<file path="src/core/phyirq_pkg.sv">
// Register map and constants of the interrupt control/status register
package phyirq_pkg;
   localparam logic [4:0] PHYIRQ_REG_ADDR = 5'h1B;
   localparam int PHYIRQ_EN_JABBER = 15;
   localparam int PHYIRQ_EN_RXERR = 14;
   localparam int PHYIRQ_EN_PAGE = 13;
   localparam int PHYIRQ_EN_PDF = 12;
   localparam int PHYIRQ_EN_LPACK = 11;
   localparam int PHYIRQ_EN_LDOWN = 10;
   localparam int PHYIRQ_EN_RFAULT = 9;
   localparam int PHYIRQ_EN_LUP = 8;
   localparam int PHYIRQ_EN_LSB = 8;
   localparam int PHYIRQ_NUM_EVT = 8;
   localparam int PHYIRQ_ST_RXERR = 6;
   localparam int PHYIRQ_ST_PAGE = 5;
   localparam int PHYIRQ_ST_PDF = 4;
   localparam logic [7:0] PHYIRQ_EN_RESET = 8'h00;
   localparam logic [7:0] PHYIRQ_ST_RESET = 8'h00;
endpackage : phyirq_pkg

</file>
<file path="src/core/phyirq_ctrl.sv">
// Interrupt control/status register with enables, flags and irq output
// Notes on behaviour
// - Bit 15 enables jabber interrupt, resets zero
// - Bit 14 enables receive error interrupt
// - Bit 13 enables page received interrupt
// - Bit 12 enables parallel detect fault interrupt
// - Bit 11 enables partner acknowledge interrupt
// - Bit 10 enables link down interrupt
// - Bit 9 enables remote fault interrupt
// - Bit 6 flags receive error, read only, clears on read
// - Bit 5 flags new page, clears on read
// - Bit 4 flags parallel detect fault
// - Bit 8 enables link up interrupt
`timescale 1ns/1ps
`default_nettype none
module phyirq_ctrl
   import phyirq_pkg::*;
(
   input wire logic mclk_in,
   input wire logic nrst_in,
   input wire logic [4:0] reg_addr_in,
   input wire logic reg_wr_in,
   input wire logic reg_rd_in,
   input wire logic [15:0] reg_wdata_in,
   input wire logic [7:0] event_in,
   output logic [15:0] reg_rdata_out,
   output logic irq_out
);
   logic [7:0] enable;
   wire logic [7:0] flags;
   wire logic sel;
   wire logic do_wr;
   wire logic do_rd;
   wire logic [15:0] reg_view;
   wire logic [7:0] next_enable;
   wire logic [7:0] next_flags_view;
   wire logic next_irq;
   wire logic [7:0] pending;
   // Named enable fields, high byte of the register
   wire logic en_jabber;
   wire logic en_rxerr;
   wire logic en_page;
   wire logic en_pdf;
   wire logic en_lpack;
   wire logic en_ldown;
   wire logic en_rfault;
   wire logic en_lup;
   // Named event flags, low byte; flag n pairs with enable n
   wire logic st_jabber;
   wire logic st_rxerr;
   wire logic st_page;
   wire logic st_pdf;
   wire logic st_lpack;
   wire logic st_ldown;
   wire logic st_rfault;
   wire logic st_lup;

   assign sel = (reg_addr_in == PHYIRQ_REG_ADDR);
   assign do_wr = sel & reg_wr_in;
   assign do_rd = sel & reg_rd_in;
   assign reg_view = {enable, flags};
   assign pending = flags & enable;

   assign en_jabber = enable[PHYIRQ_EN_JABBER - PHYIRQ_EN_LSB];
   assign en_rxerr = enable[PHYIRQ_EN_RXERR - PHYIRQ_EN_LSB];
   assign en_page = enable[PHYIRQ_EN_PAGE - PHYIRQ_EN_LSB];
   assign en_pdf = enable[PHYIRQ_EN_PDF - PHYIRQ_EN_LSB];
   assign en_lpack = enable[PHYIRQ_EN_LPACK - PHYIRQ_EN_LSB];
   assign en_ldown = enable[PHYIRQ_EN_LDOWN - PHYIRQ_EN_LSB];
   assign en_rfault = enable[PHYIRQ_EN_RFAULT - PHYIRQ_EN_LSB];
   assign en_lup = enable[PHYIRQ_EN_LUP - PHYIRQ_EN_LSB];

   assign st_jabber = flags[PHYIRQ_EN_JABBER - PHYIRQ_EN_LSB];
   assign st_rxerr = flags[PHYIRQ_ST_RXERR];
   assign st_page = flags[PHYIRQ_ST_PAGE];
   assign st_pdf = flags[PHYIRQ_ST_PDF];
   assign st_lpack = flags[PHYIRQ_EN_LPACK - PHYIRQ_EN_LSB];
   assign st_ldown = flags[PHYIRQ_EN_LDOWN - PHYIRQ_EN_LSB];
   assign st_rfault = flags[PHYIRQ_EN_RFAULT - PHYIRQ_EN_LSB];
   assign st_lup = flags[PHYIRQ_EN_LUP - PHYIRQ_EN_LSB];

   // Flags are read only; writes to the low byte are dropped
   genvar g;
   generate
      for (g = 0; g < PHYIRQ_NUM_EVT; g++) begin : g_flag
         phyirq_flag u_flag (
            .mclk_in(mclk_in),
            .nrst_in(nrst_in),
            .event_in(event_in[g]),
            .clear_in(do_rd),
            .flag_out(flags[g])
         );
      end
   endgenerate

   // Irq is registered, so use the next flag value to keep irq in step with flags
   assign next_flags_view = event_in | (flags & {8{~do_rd}});
   assign next_enable = do_wr ? reg_wdata_in[15:8] : enable;
   assign next_irq = |(next_flags_view & next_enable);

   always_ff @(posedge mclk_in or negedge nrst_in) begin
      if (!nrst_in) begin
         enable <= PHYIRQ_EN_RESET;
      end else if (do_wr) begin
         enable <= reg_wdata_in[15:8];
      end
   end

   always_ff @(posedge mclk_in or negedge nrst_in) begin
      if (!nrst_in) begin
         reg_rdata_out <= {PHYIRQ_EN_RESET, PHYIRQ_ST_RESET};
         irq_out <= 1'b0;
      end else begin
         // Read data is captured in the read cycle, before the clear lands
         if (do_rd) begin
            reg_rdata_out <= reg_view;
         end
         irq_out <= next_irq;
      end
   end

   // Irq is the registered OR of enabled flags
   a_irq_follows: assert property (@(posedge mclk_in)
      disable iff (!nrst_in)
      irq_out == |pending)
      else $error("irq output disagrees with enabled flags");
   a_all_masked: assert property (@(posedge mclk_in)
      disable iff (!nrst_in)
      enable == 8'h00 |-> !irq_out)
      else $error("irq with all sources disabled");
   a_ldown_mask: assert property (@(posedge mclk_in)
      disable iff (!nrst_in)
      !en_ldown && st_ldown && pending == 8'h00 |-> !irq_out)
      else $error("masked link down raised irq");
   a_reset_clean: assert property (@(posedge mclk_in)
      disable iff (!nrst_in)
      $rose(nrst_in) |-> enable == PHYIRQ_EN_RESET && flags == PHYIRQ_ST_RESET)
      else $error("register not clear after reset");

   // Flags: set wins over the clearing read
   a_read_clears: assert property (@(posedge mclk_in)
      disable iff (!nrst_in)
      do_rd && !event_in[PHYIRQ_ST_PAGE] |=> !st_page)
      else $error("page flag not cleared by read");
   a_set_wins: assert property (@(posedge mclk_in)
      disable iff (!nrst_in)
      do_rd && event_in[PHYIRQ_ST_PAGE] |=> st_page)
      else $error("page event in read cycle lost");
   a_other_addr: assert property (@(posedge mclk_in)
      disable iff (!nrst_in)
      reg_rd_in && !sel |=> (flags & $past(flags)) == $past(flags))
      else $error("flags cleared by read of another address");
   a_page_set: assert property (@(posedge mclk_in)
      disable iff (!nrst_in)
      event_in[PHYIRQ_ST_PAGE] |=> st_page)
      else $error("page event lost");
   a_rxerr_set: assert property (@(posedge mclk_in)
      disable iff (!nrst_in)
      event_in[PHYIRQ_ST_RXERR] |=> st_rxerr)
      else $error("receive error event lost");
   a_rxerr_clear: assert property (@(posedge mclk_in)
      disable iff (!nrst_in)
      do_rd && !event_in[PHYIRQ_ST_RXERR] |=> !st_rxerr)
      else $error("receive error flag not cleared by read");
   a_pdf_set: assert property (@(posedge mclk_in)
      disable iff (!nrst_in)
      event_in[PHYIRQ_ST_PDF] |=> st_pdf)
      else $error("fault event lost");
   a_pdf_hold: assert property (@(posedge mclk_in)
      disable iff (!nrst_in)
      st_pdf && !do_rd |=> st_pdf)
      else $error("fault flag dropped without read");

   // Read data
   a_read_data: assert property (@(posedge mclk_in)
      disable iff (!nrst_in)
      do_rd |=> reg_rdata_out == {$past(enable), $past(flags)})
      else $error("read data wrong");
   a_rdata_hold: assert property (@(posedge mclk_in)
      disable iff (!nrst_in)
      !do_rd |=> $stable(reg_rdata_out))
      else $error("read data changed without read");

   // Enables
   a_enable_write: assert property (@(posedge mclk_in)
      disable iff (!nrst_in)
      do_wr |=> enable == $past(reg_wdata_in[15:8]))
      else $error("enable byte not written");
   a_enable_hold: assert property (@(posedge mclk_in)
      disable iff (!nrst_in)
      !do_wr |=> $stable(enable))
      else $error("enable changed without write");
   a_jabber_wr: assert property (@(posedge mclk_in)
      disable iff (!nrst_in)
      do_wr |=> en_jabber == $past(reg_wdata_in[PHYIRQ_EN_JABBER]))
      else $error("jabber enable not written");
   a_rxerr_wr: assert property (@(posedge mclk_in)
      disable iff (!nrst_in)
      do_wr |=> en_rxerr == $past(reg_wdata_in[PHYIRQ_EN_RXERR]))
      else $error("receive error enable not written");
   a_page_wr: assert property (@(posedge mclk_in)
      disable iff (!nrst_in)
      do_wr |=> en_page == $past(reg_wdata_in[PHYIRQ_EN_PAGE]))
      else $error("page enable not written");
   a_pdf_wr: assert property (@(posedge mclk_in)
      disable iff (!nrst_in)
      do_wr |=> en_pdf == $past(reg_wdata_in[PHYIRQ_EN_PDF]))
      else $error("fault enable not written");
   a_lpack_wr: assert property (@(posedge mclk_in)
      disable iff (!nrst_in)
      do_wr |=> en_lpack == $past(reg_wdata_in[PHYIRQ_EN_LPACK]))
      else $error("partner acknowledge enable not written");
   a_ldown_wr: assert property (@(posedge mclk_in)
      disable iff (!nrst_in)
      do_wr |=> en_ldown == $past(reg_wdata_in[PHYIRQ_EN_LDOWN]))
      else $error("link down enable not written");
   a_rfault_wr: assert property (@(posedge mclk_in)
      disable iff (!nrst_in)
      do_wr |=> en_rfault == $past(reg_wdata_in[PHYIRQ_EN_RFAULT]))
      else $error("remote fault enable not written");
   a_lup_wr: assert property (@(posedge mclk_in)
      disable iff (!nrst_in)
      do_wr |=> en_lup == $past(reg_wdata_in[PHYIRQ_EN_LUP]))
      else $error("link up enable not written");

   // Each enabled source drives the irq on its own
   a_jabber_irq: assert property (@(posedge mclk_in)
      disable iff (!nrst_in)
      st_jabber && en_jabber |-> irq_out)
      else $error("enabled jabber flag without irq");
   a_rxerr_irq: assert property (@(posedge mclk_in)
      disable iff (!nrst_in)
      st_rxerr && en_rxerr |-> irq_out)
      else $error("enabled receive error flag without irq");
   a_page_irq: assert property (@(posedge mclk_in)
      disable iff (!nrst_in)
      st_page && en_page |-> irq_out)
      else $error("enabled page flag without irq");
   a_pdf_irq: assert property (@(posedge mclk_in)
      disable iff (!nrst_in)
      st_pdf && en_pdf |-> irq_out)
      else $error("enabled fault flag without irq");
   a_lpack_irq: assert property (@(posedge mclk_in)
      disable iff (!nrst_in)
      st_lpack && en_lpack |-> irq_out)
      else $error("enabled partner acknowledge flag without irq");
   a_ldown_irq: assert property (@(posedge mclk_in)
      disable iff (!nrst_in)
      st_ldown && en_ldown |-> irq_out)
      else $error("enabled link down flag without irq");
   a_rfault_irq: assert property (@(posedge mclk_in)
      disable iff (!nrst_in)
      st_rfault && en_rfault |-> irq_out)
      else $error("enabled remote fault flag without irq");
   a_lup_irq: assert property (@(posedge mclk_in)
      disable iff (!nrst_in)
      st_lup && en_lup |-> irq_out)
      else $error("enabled link up flag without irq");
endmodule : phyirq_ctrl
`default_nettype wire

</file>
<file path="src/core/phyirq_flag.sv">
// One sticky event flag, cleared by a register read
`timescale 1ns/1ps
`default_nettype none
module phyirq_flag (
   input wire logic mclk_in,
   input wire logic nrst_in,
   input wire logic event_in,
   input wire logic clear_in,
   output logic flag_out
);
   wire logic next_flag;
   // A new event in the clearing cycle survives the clear
   assign next_flag = event_in | (flag_out & ~clear_in);
   always_ff @(posedge mclk_in or negedge nrst_in) begin
      if (!nrst_in) begin
         flag_out <= 1'b0;
      end else begin
         flag_out <= next_flag;
      end
   end
endmodule : phyirq_flag
`default_nettype wire

</file>
<file path="config.mk">
export PLATFORM = sky130hd
export DESIGN_NAME = phyirq_ctrl
export DESIGN_NICKNAME = d
export VERILOG_FILES = /design/src/core/phyirq_pkg.sv /design/src/core/phyirq_ctrl.sv /design/src/core/phyirq_flag.sv
export SDC_FILE = /design/constraint.sdc
export NUM_CORES = 1
export LEC_CHECK = 0
export BUFFER_PORTS_ARGS = -buffer_cell sky130_fd_sc_hd__buf_2
export CORE_MARGIN = 4
export CORE_UTILIZATION = 25
export DETAILED_ROUTE_END_ITERATION = 7
export PLACE_DENSITY = 0.49
export SYNTH_ARGS = -nofsm -noshare
export SYNTH_HDL_FRONTEND = slang
export SYNTH_HIERARCHICAL = 1
export SYNTH_SLANG_ARGS = --single-unit
</file>
<file path="constraint.sdc">
create_clock -name mclk_in -period 1.6 [get_ports mclk_in]
set_input_delay 0.32 -clock mclk_in [delete_from_list [all_inputs] [get_ports mclk_in]]
set_output_delay 0.32 -clock mclk_in [all_outputs]
set_load 0.01 [all_outputs]
</file>
# ---- Word-level counts from Yosys, hierarchy flattened
# Cells that the tools add are included.
# W data, S select, Z words.
dict set report op_classes {
  n_eq_ne 1
  n_bitwise 22
  muxes 1
  n_reduce_logical 1
}
# cell count
set op_table {}
lappend op_table {{$and A8 B8 Y8} 2}
lappend op_table {{$and A1 B1 Y1} 10}
lappend op_table {{$mux W8} 1}
lappend op_table {{$or A1 B1 Y1} 8}
lappend op_table {{$or A8 B8 Y8} 1}
lappend op_table {{$reduce_or A8 Y1} 1}
lappend op_table {{$eq A5 B5 Y1 const B} 1}
lappend op_table {{$not A1 Y1} 1}
dict set report totals {
  wordCells 36
  ff_bits 33
  out_inout_bits 17
}

# ---- Longest topological paths before layout
# Gate-level depths: netlist of run 1.
dict set report depth {
  depth_word 7
  depth_mapped 8
  depth_no_buf 5
}

# ---- By module
# The synthesis of run 1 kept the hierarchy.
# module area_per_inst_um2 n_inst seq_area_each_um2 cells_each
set by_module_without_submodules {}
lappend by_module_without_submodules {phyirq_ctrl 1076.0 1 625.6 104}
lappend by_module_without_submodules {phyirq_flag 36.3 8 25.0 3}

# ---- Least setup slack after synthesis of run 1
# No wires, ideal clock.
dict set report synth_timing {
  path_type {input port to flip-flop}
  from {in reg_addr_in[2]}
  to {reg irq_out}
  stages 5
  path_slack_ns 0.021
  required_ns 1.466
  n_path_buf 0
  arrival_time_ns 1.446
  cell_sequence {nand2b_4 -> nor2_2 -> mux2_2 -> a22o_1 -> nand4bb_1}
}
dict set report synth_between {
  word_cells_on_any_way 9
}
# element line
set synth_lines {}
lappend synth_lines {{start: declaration} phyirq_ctrl.sv:21} ;# input wire logic [4:0] reg_addr_in,
lappend synth_lines {{$eq A5 B5 Y1} phyirq_ctrl.sv:58} ;# assign sel = (reg_addr_in == PHYIRQ_REG_ADDR);
lappend synth_lines {{$and A1 B1 Y1} phyirq_ctrl.sv:59} ;# assign do_wr = sel & reg_wr_in;
lappend synth_lines {{$mux W8} -}
lappend synth_lines {{named net next_enable[5]} phyirq_ctrl.sv:35} ;# wire logic [7:0] next_enable;
lappend synth_lines {{$and A8 B8 Y8} phyirq_ctrl.sv:99} ;# assign next_irq = |(next_flags_view & next_enable);
lappend synth_lines {{$reduce_or A8 Y1} phyirq_ctrl.sv:99}
lappend synth_lines {{named net next_irq} phyirq_ctrl.sv:37} ;# wire logic next_irq;
lappend synth_lines {{end signal: assignment} phyirq_ctrl.sv:118} ;# irq_out <= next_irq;
lappend synth_lines {{end: declaration} phyirq_ctrl.sv:27} ;# output logic irq_out
# The timed path passes the listed nets, and every way through them passes these cells.
# A chain may end at the register's enable or synchronous reset.

# ---- Final worst setup path of run 1
dict set report layout_timing {
  from {in reg_addr_in[2]}
  to {reg irq_out}
}
dict set report layout_between {
  elab_chain_len 7
  word_cells_on_any_way 9
}
# element line
set layout_lines {}
lappend layout_lines {{$eq A5 B5 Y1 *} phyirq_ctrl.sv:58}
lappend layout_lines {{$and A1 B1 Y1} phyirq_ctrl.sv:60} ;# assign do_rd = sel & reg_rd_in;
lappend layout_lines {{$not A1 Y1} phyirq_ctrl.sv:97} ;# assign next_flags_view = event_in | (flags & {8{~do_rd}});
lappend layout_lines {{$and A8 B8 Y8} phyirq_ctrl.sv:97}
lappend layout_lines {{$or A8 B8 Y8} phyirq_ctrl.sv:97}
lappend layout_lines {{$and A8 B8 Y8 *} phyirq_ctrl.sv:99}
lappend layout_lines {{$reduce_or A8 Y1 *} phyirq_ctrl.sv:99}
lappend layout_lines {{named net next_irq} phyirq_ctrl.sv:37}
# Mark *: on every way through the listed nets, which the timed path passes. The rest lies on a longest branch.

==> impl_metrics.json, run 1 <==
{
  "ys.warnings.count": 6,
  "num-fill-cells": 557,
  "synth_area_leaders": "dfrtp_1, nand2_1, a21o_1, mux2_2, inv_1",
  "fin_nets": 214,
  "grt_pass1_vias": 1156,
  "io_buffers": 41,
  "post_dp_cell_area_um2": 1710,
  "p_sw_uw": 507,
  "die_w_um": 81.9,
  "regArea_um2": 826,
  "worstPathMaxFanout": 8,
  "hold_viol": 0,
  "antenna_found_initial": 0,
  "core-area_um2": 5200,
  "fin_area_um2": 1790,
  "vdd_drop_max_mv": 0.391,
  "grt_pass1_wl_mm": 5.16,
  "n_antenna_cell": 0,
  "fin_crit_sh_pct": 90.2,
  "end_kind": "flop",
  "syn_area_um2": 1370,
  "synth_top_family_by_area": "simple AND/OR/NAND/NOR gates",
  "die-area_um2": 6710,
  "fin_cells": 252,
  "pwr-share-comb_pct": 17.3,
  "power.density_nw_per_um2": 1080,
  "drc_errors": 0,
  "postCtsSetupRepairBufs": 0,
  "postRouteAntennaNets": 0,
  "drt-initial-drc-count": 16,
  "cp.arrival_ns": 1.59,
  "seqPwrFrac_pct": 52.3,
  "clock.fmax_mhz": 693,
  "path_class": "in -> reg",
  "r2r-start": "enable[5]",
  "path_buf_inv": 2,
  "hold_path_class": "in -> async",
  "yosysSeqAreaShare_pct": 60.4,
  "syn_to_final_growth_pct": 30.7,
  "via_per_inst": 4.04,
  "cp-startpoint": "reg_addr_in[2]",
  "synth_fp_nets": 161,
  "grt_max_degree": 34,
  "cts_made_buffers": 5,
  "setup_viol": 0,
  "grt_usage_pct": 10.3,
  "initial_core_util_pct": 26.2,
  "gp_congestion": 0.701,
  "rows": 26,
  "switching_share_pct": 26.2,
  "finalCriticalPeriod_ns": 1.44,
  "first_pass_iters": 4,
  "holdWs_ns": 0.0579,
  "cts_tree": "built",
  "synth-seq-cells": 33,
  "synthSimpleGateAreaFrac_pct": 16.8,
  "grt_overflow_total": 0,
  "root_buffer": "clkbuf_8",
  "status": "finished clean",
  "required_ns": 1.75,
  "vias": 1018,
  "cpPeakStageDelay_ns": 0.35,
  "crit_chain": "buf_2 > nand2b_4 > or2_1 > buf_4 > a21o_1 > a22oi_1 > nand4bb_1",
  "cp_slowest_cell": "or2_1",
  "synth_compound_area_share_pct": 11.2,
  "p_int_uw": 1430,
  "cp_top_family": "simple AND/OR/NAND/NOR gates",
  "dp.cells": 244,
  "synth.top_cell.area_share_pct": 60.4,
  "ys_types": 16,
  "cts.hold.buffers_added": 0,
  "synthAdderAreaFrac_pct": 0,
  "clkPwrFrac_pct": 30.5,
  "slew_violations": 0,
  "synthMuxAreaShare_pct": 6.59,
  "finClkSkew_ns": 0.00219,
  "wl_per_cell_um": 11.6,
  "syn_area_per_cell_um2": 10.7,
  "dp_hpwl_mm": 2.18,
  "drive_gt1_share_pct": 35.7,
  "rsz0062_at_grt": "no",
  "clk_pin_slew_worst_paths_ns": 0.06,
  "wl_mm": 2.93,
  "clock_sinks": 33,
  "cts_buffer_depth": 2,
  "max_cap_viol_count": 0,
  "timing.slew.headroom_pct": 70.8,
  "die_y_um": 81.9,
  "ios": 50,
  "worst_pin_slew_ns": 0.438,
  "clock_latency_ns": 0.28,
  "h-tree-depth": 2,
  "synth_top_cell_by_area": "dfrtp_1",
  "cp-start-kind": "input pin",
  "multi_input_area_um2": 473,
  "synthCells": 128,
  "cts_resized": 0,
  "synth_xor_area_share_pct": 0,
  "leakage_uw": 0.000882
}
==> synthesized netlist by cell type (all sizes together) <==
cell	instances
nand2	48
dfrtp	33
a21o	16
inv	8
mux2	8
buf	3
a22o	2
a22oi	2
nand4	2
clkbuf	1
clkinv	1
nand2b	1
nand4bb	1
nor2	1
or2	1
==> metrics by stage <==
stage | total power [µW] | util [%] | TNS, ns | setup WS, ns
6_report | 1930 | 34.3 | 0 | 0.157
5_1_grt | 2070 | 34.3 | 0 | 0.0372
4_1_cts | 1970 | 34.3 | 0 | 0.122
3_5_place_dp | 1370 | 32.8 | -0.817 | -0.173
3_3_place_gp | 1370 | 32.8 | -0.646 | -0.140
2_1_floorplan | 1200 | - | 0 | 0.0207
==> cell usage in the layout, fill, tap and decap left out, drive strengths merged <==
| master | count |
|---|---|
| or2 | 1 |
| clkinv | 1 |
| a22o | 2 |
| buf | 50 |
| nand2b | 1 |
| clkbuf | 8 |
| a22oi | 2 |
| nand4 | 2 |
| nor2 | 1 |
| nand4bb | 1 |
| dfrtp | 33 |
| inv | 8 |
| mux2 | 8 |
| a21o | 16 |
| nand2 | 48 |
==> cell type report <==
class / count / share of cell area [%]
sequential: 33 / 46.3
multi-input combinational: 82 / 26.5
timing repair buffer: 50 / 16.0
tap: 70 / 4.91
clock buffer: 8 / 4.48
inverter: 9 / 1.89
==> cells by family (layout without fill, tap and decap cells) <==
| family | after synthesis | count (layout) |
|---|---|---|
| and+or+nand+nor | 54 | 54 |
| DFF | 33 | 33 |
| AOI/OAI and AO/OA | 20 | 20 |
| buffers and inverters | 13 | 67 |
| muxes | 8 | 8 |
==> sequential cells by signal, summed over array words and instances (netlist names) <==
register	flops
enable	8
irq_out	1
g_flag.u_flag/flag_out	8
reg_rdata_out	16
==> power groups by stage <==
stage	Sequential, µW	Clock (µW)	Combinational, µW
finish	1010	589	334
global route	1030	651	386
detailed placement	1030	0	344
global placement	1030	0	341
floorplan	1060	0	139
CTS	1010	615	346
==> worst paths after layout <==
| kind | to | slack [ns] | cells after the start |
|---|---|---|---|
| min in group mclk_in | g_flag[0].u_flag/flag_out | 0.24 | 2 |
| max in group asynchronous | enable[0] | 1.22 | 2 |
| setup reg to reg | irq_out | 0.44 | 3 |
| hold reg to reg | reg_rdata_out[12] | 0.46 | 2 |
| hold / removal | g_flag[0].u_flag/flag_out | 0.06 | 2 |
| setup / recovery | irq_out | 0.16 | 7 |
==> metal layers <==
| metal | share of wire (%) | GRT usage (%) | vias up |
|---|---|---|---|
| met1 | 48 | 12.8 | 455 |
| met3 | 7.6 | 3.29 | 5 |
| met5 | 0 | 0 | - |
| met4 | 1.1 | 3.49 | 0 |
| li1 | - | - | 524 |
| met2 | 43 | 16.6 | 34 |
==> worst register-to-register path, delay by kind of cell, from the launching register on <==
family | cells | cell delay [ns]
AOI/OAI and AO/OA | 1 | 0.22
DFF | 1 | 0.38
muxes | 1 | 0.27
and+or+nand+nor | 1 | 0.18
Power figures use the tool's default switching activity.
==> inputs of run 2 (changes only) <==
--- a/config.mk
+++ b/config.mk
@@ -5,10 +5,12 @@
 export SDC_FILE = /design/constraint.sdc
 export NUM_CORES = 1
 export LEC_CHECK = 0
+export ABC_AREA = 0
 export BUFFER_PORTS_ARGS = -buffer_cell sky130_fd_sc_hd__buf_2
 export CORE_MARGIN = 4
 export CORE_UTILIZATION = 25
 export DETAILED_ROUTE_END_ITERATION = 7
+export MAX_ROUTING_LAYER = met4
 export PLACE_DENSITY = 0.49
 export SYNTH_ARGS = -nofsm -noshare
 export SYNTH_HDL_FRONTEND = slang
==> run 2 against run 1 <==
  * Worst hold slack about the same
  * Highest routed layer unchanged
  * Non-clock buffer count unchanged
  * Worst setup slack improved by 0.00084 ns
  * Critical endpoint unchanged
  * Core utilization unchanged
  * Clock-buffer cell count unchanged
  * Die area unchanged
==> impl_metrics.json, run 2 (synthesized netlist as in run 1, its figures left out) <==
{
  "die_w_um": 81.9,
  "regArea_um2": 826,
  "h-tree-depth": 2,
  "root_buffer": "clkbuf_8",
  "drt-initial-drc-count": 16,
  "required_ns": 1.75,
  "clock.fmax_mhz": 694,
  "leakage_uw": 0.000882,
  "syn_to_final_growth_pct": 30.7,
  "holdWs_ns": 0.0576,
  "end_kind": "flop",
  "first_pass_iters": 4,
  "drc_errors": 0,
  "grt_max_degree": 34,
  "gp_congestion": 0.709,
  "power.density_nw_per_um2": 1080,
  "via_per_inst": 4.05,
  "rsz0062_at_grt": "no",
  "wl_mm": 2.93,
  "cp-start-kind": "input pin",
  "worstRegToRegCells": 3,
  "num-fill-cells": 557,
  "mostFrequentLayoutCell": "nand2_1",
  "timing.slew.headroom_pct": 70.8,
  "cpPeakStageDelay_ns": 0.35,
  "cp-endpoint": "irq_out",
  "reg_top3": "reg_rdata_out (16), enable (8), g_flag.u_flag/flag_out (8)",
  "cp-startpoint": "reg_addr_in[2]",
  "multi_input_area_um2": 473,
  "worst_pin_slew_ns": 0.438,
  "vias": 1020,
  "postRouteAntennaNets": 0,
  "clock_latency_ns": 0.28,
  "grt_usage_pct": 10.6,
  "regMostFlops": "reg_rdata_out",
  "io_buffers": 41,
  "cp.arrival_ns": 1.59,
  "finalCriticalPeriod_ns": 1.44,
  "crit_chain": "buf_2 > nand2b_4 > or2_1 > buf_4 > a21o_1 > a22oi_1 > nand4bb_1",
  "ios": 50,
  "die_y_um": 81.9,
  "cts_buffer_depth": 2,
  "fin_crit_sh_pct": 90.1,
  "grt_overflow_total": 0,
  "cp_slowest_cell": "or2_1",
  "rows": 26,
  "reg2reg_to": "irq_out",
  "finClkSkew_ns": 0.00218,
  "largest_register_ffs": 16,
  "vdd_drop_max_mv": 0.391,
  "antenna_found_initial": 0,
  "fin_cells": 252,
  "max_cap_viol_count": 0,
  "hold_viol": 0,
  "core-area_um2": 5200,
  "postCtsSetupRepairBufs": 0,
  "fin_nets": 214,
  "drive_gt1_share_pct": 35.7,
  "die-area_um2": 6710,
  "grt_pass1_wl_mm": 5.16,
  "r2r-start": "enable[5]",
  "dp.cells": 244,
  "n_antenna_cell": 0,
  "path_class": "in -> reg",
  "clk_pin_slew_worst_paths_ns": 0.06,
  "initial_core_util_pct": 26.2,
  "worstPathMaxFanout": 8,
  "slew_violations": 0,
  "cts_tree": "built",
  "cts_resized": 0,
  "clock_sinks": 33,
  "hold_path_class": "in -> async",
  "wl_per_cell_um": 11.6,
  "cts_made_buffers": 5,
  "reg2reg_slack_ns": 0.44,
  "final_util_pct": 34.3,
  "grt_pass1_vias": 1156,
  "final_cell_mix": "nand2_1, buf_2, dfrtp_1",
  "status": "finished clean",
  "setup_viol": 0,
  "cts.hold.buffers_added": 0,
  "dp_hpwl_mm": 2.18
}
==> run 2: cell counts in the layout (fill, tap and decap cells not counted) <==
No cell type changed its count.
==> run 2: layout make-up <==
class                   instances  area share, %
multi-input cells              82           26.5
repair buffers                 50           16.0
clock buffers                   8           4.48
inverters                       9           1.89
well taps                      70           4.91
flip-flops and latches         33           46.3
==> run 2: how the worst min path moves through the flow <==
stage / from / end
2_1_floorplan: nrst_in / enable[0]
3_3_place_gp: nrst_in / g_flag[0].u_flag/flag_out
3_5_place_dp: nrst_in / g_flag[0].u_flag/flag_out
4_1_cts: nrst_in / reg_rdata_out[1]
5_1_grt: nrst_in / reg_rdata_out[1]
6_report: nrst_in / g_flag[0].u_flag/flag_out
==> run 2: power breakdown <==
group          leakage [µW]  switching, µW  total [µW]  internal, µW
clock             0.0000395            281         590           309
combinational      0.000453            169         334           165
sequential         0.000390           57.1        1010           954
total              0.000882            507        1940          1430
==> run 2: critical path: cells and delay by family <==
kind / cells / cell delay, ns
simple gates: 3 / 0.60
buf+inv: 2 / 0.30
compound gates: 2 / 0.38
==> run 2: metrics by stage <==
step | instance area [µm²] | TNS, ns | setup WS [ns] | total power, µW
6_report | 1790 | 0 | 0.158 | 1940
5_1_grt | 1790 | 0 | 0.0372 | 2070
2_1_floorplan | 1370 | 0 | 0.0207 | 1200
3_3_place_gp | 1710 | -0.646 | -0.140 | 1370
3_5_place_dp | 1710 | -0.817 | -0.173 | 1370
4_1_cts | 1790 | 0 | 0.122 | 1970
==> run 2: per-layer routing <==
layer	track usage, %	share of wire, %	vias up	routed length, µm
li1	-	-	524	-
met1	13.0	48	457	1420
met2	16.6	43	34	1270
met3	3.07	7.1	5	207
met4	3.49	1.1	0	31
met5	-	0	-	0
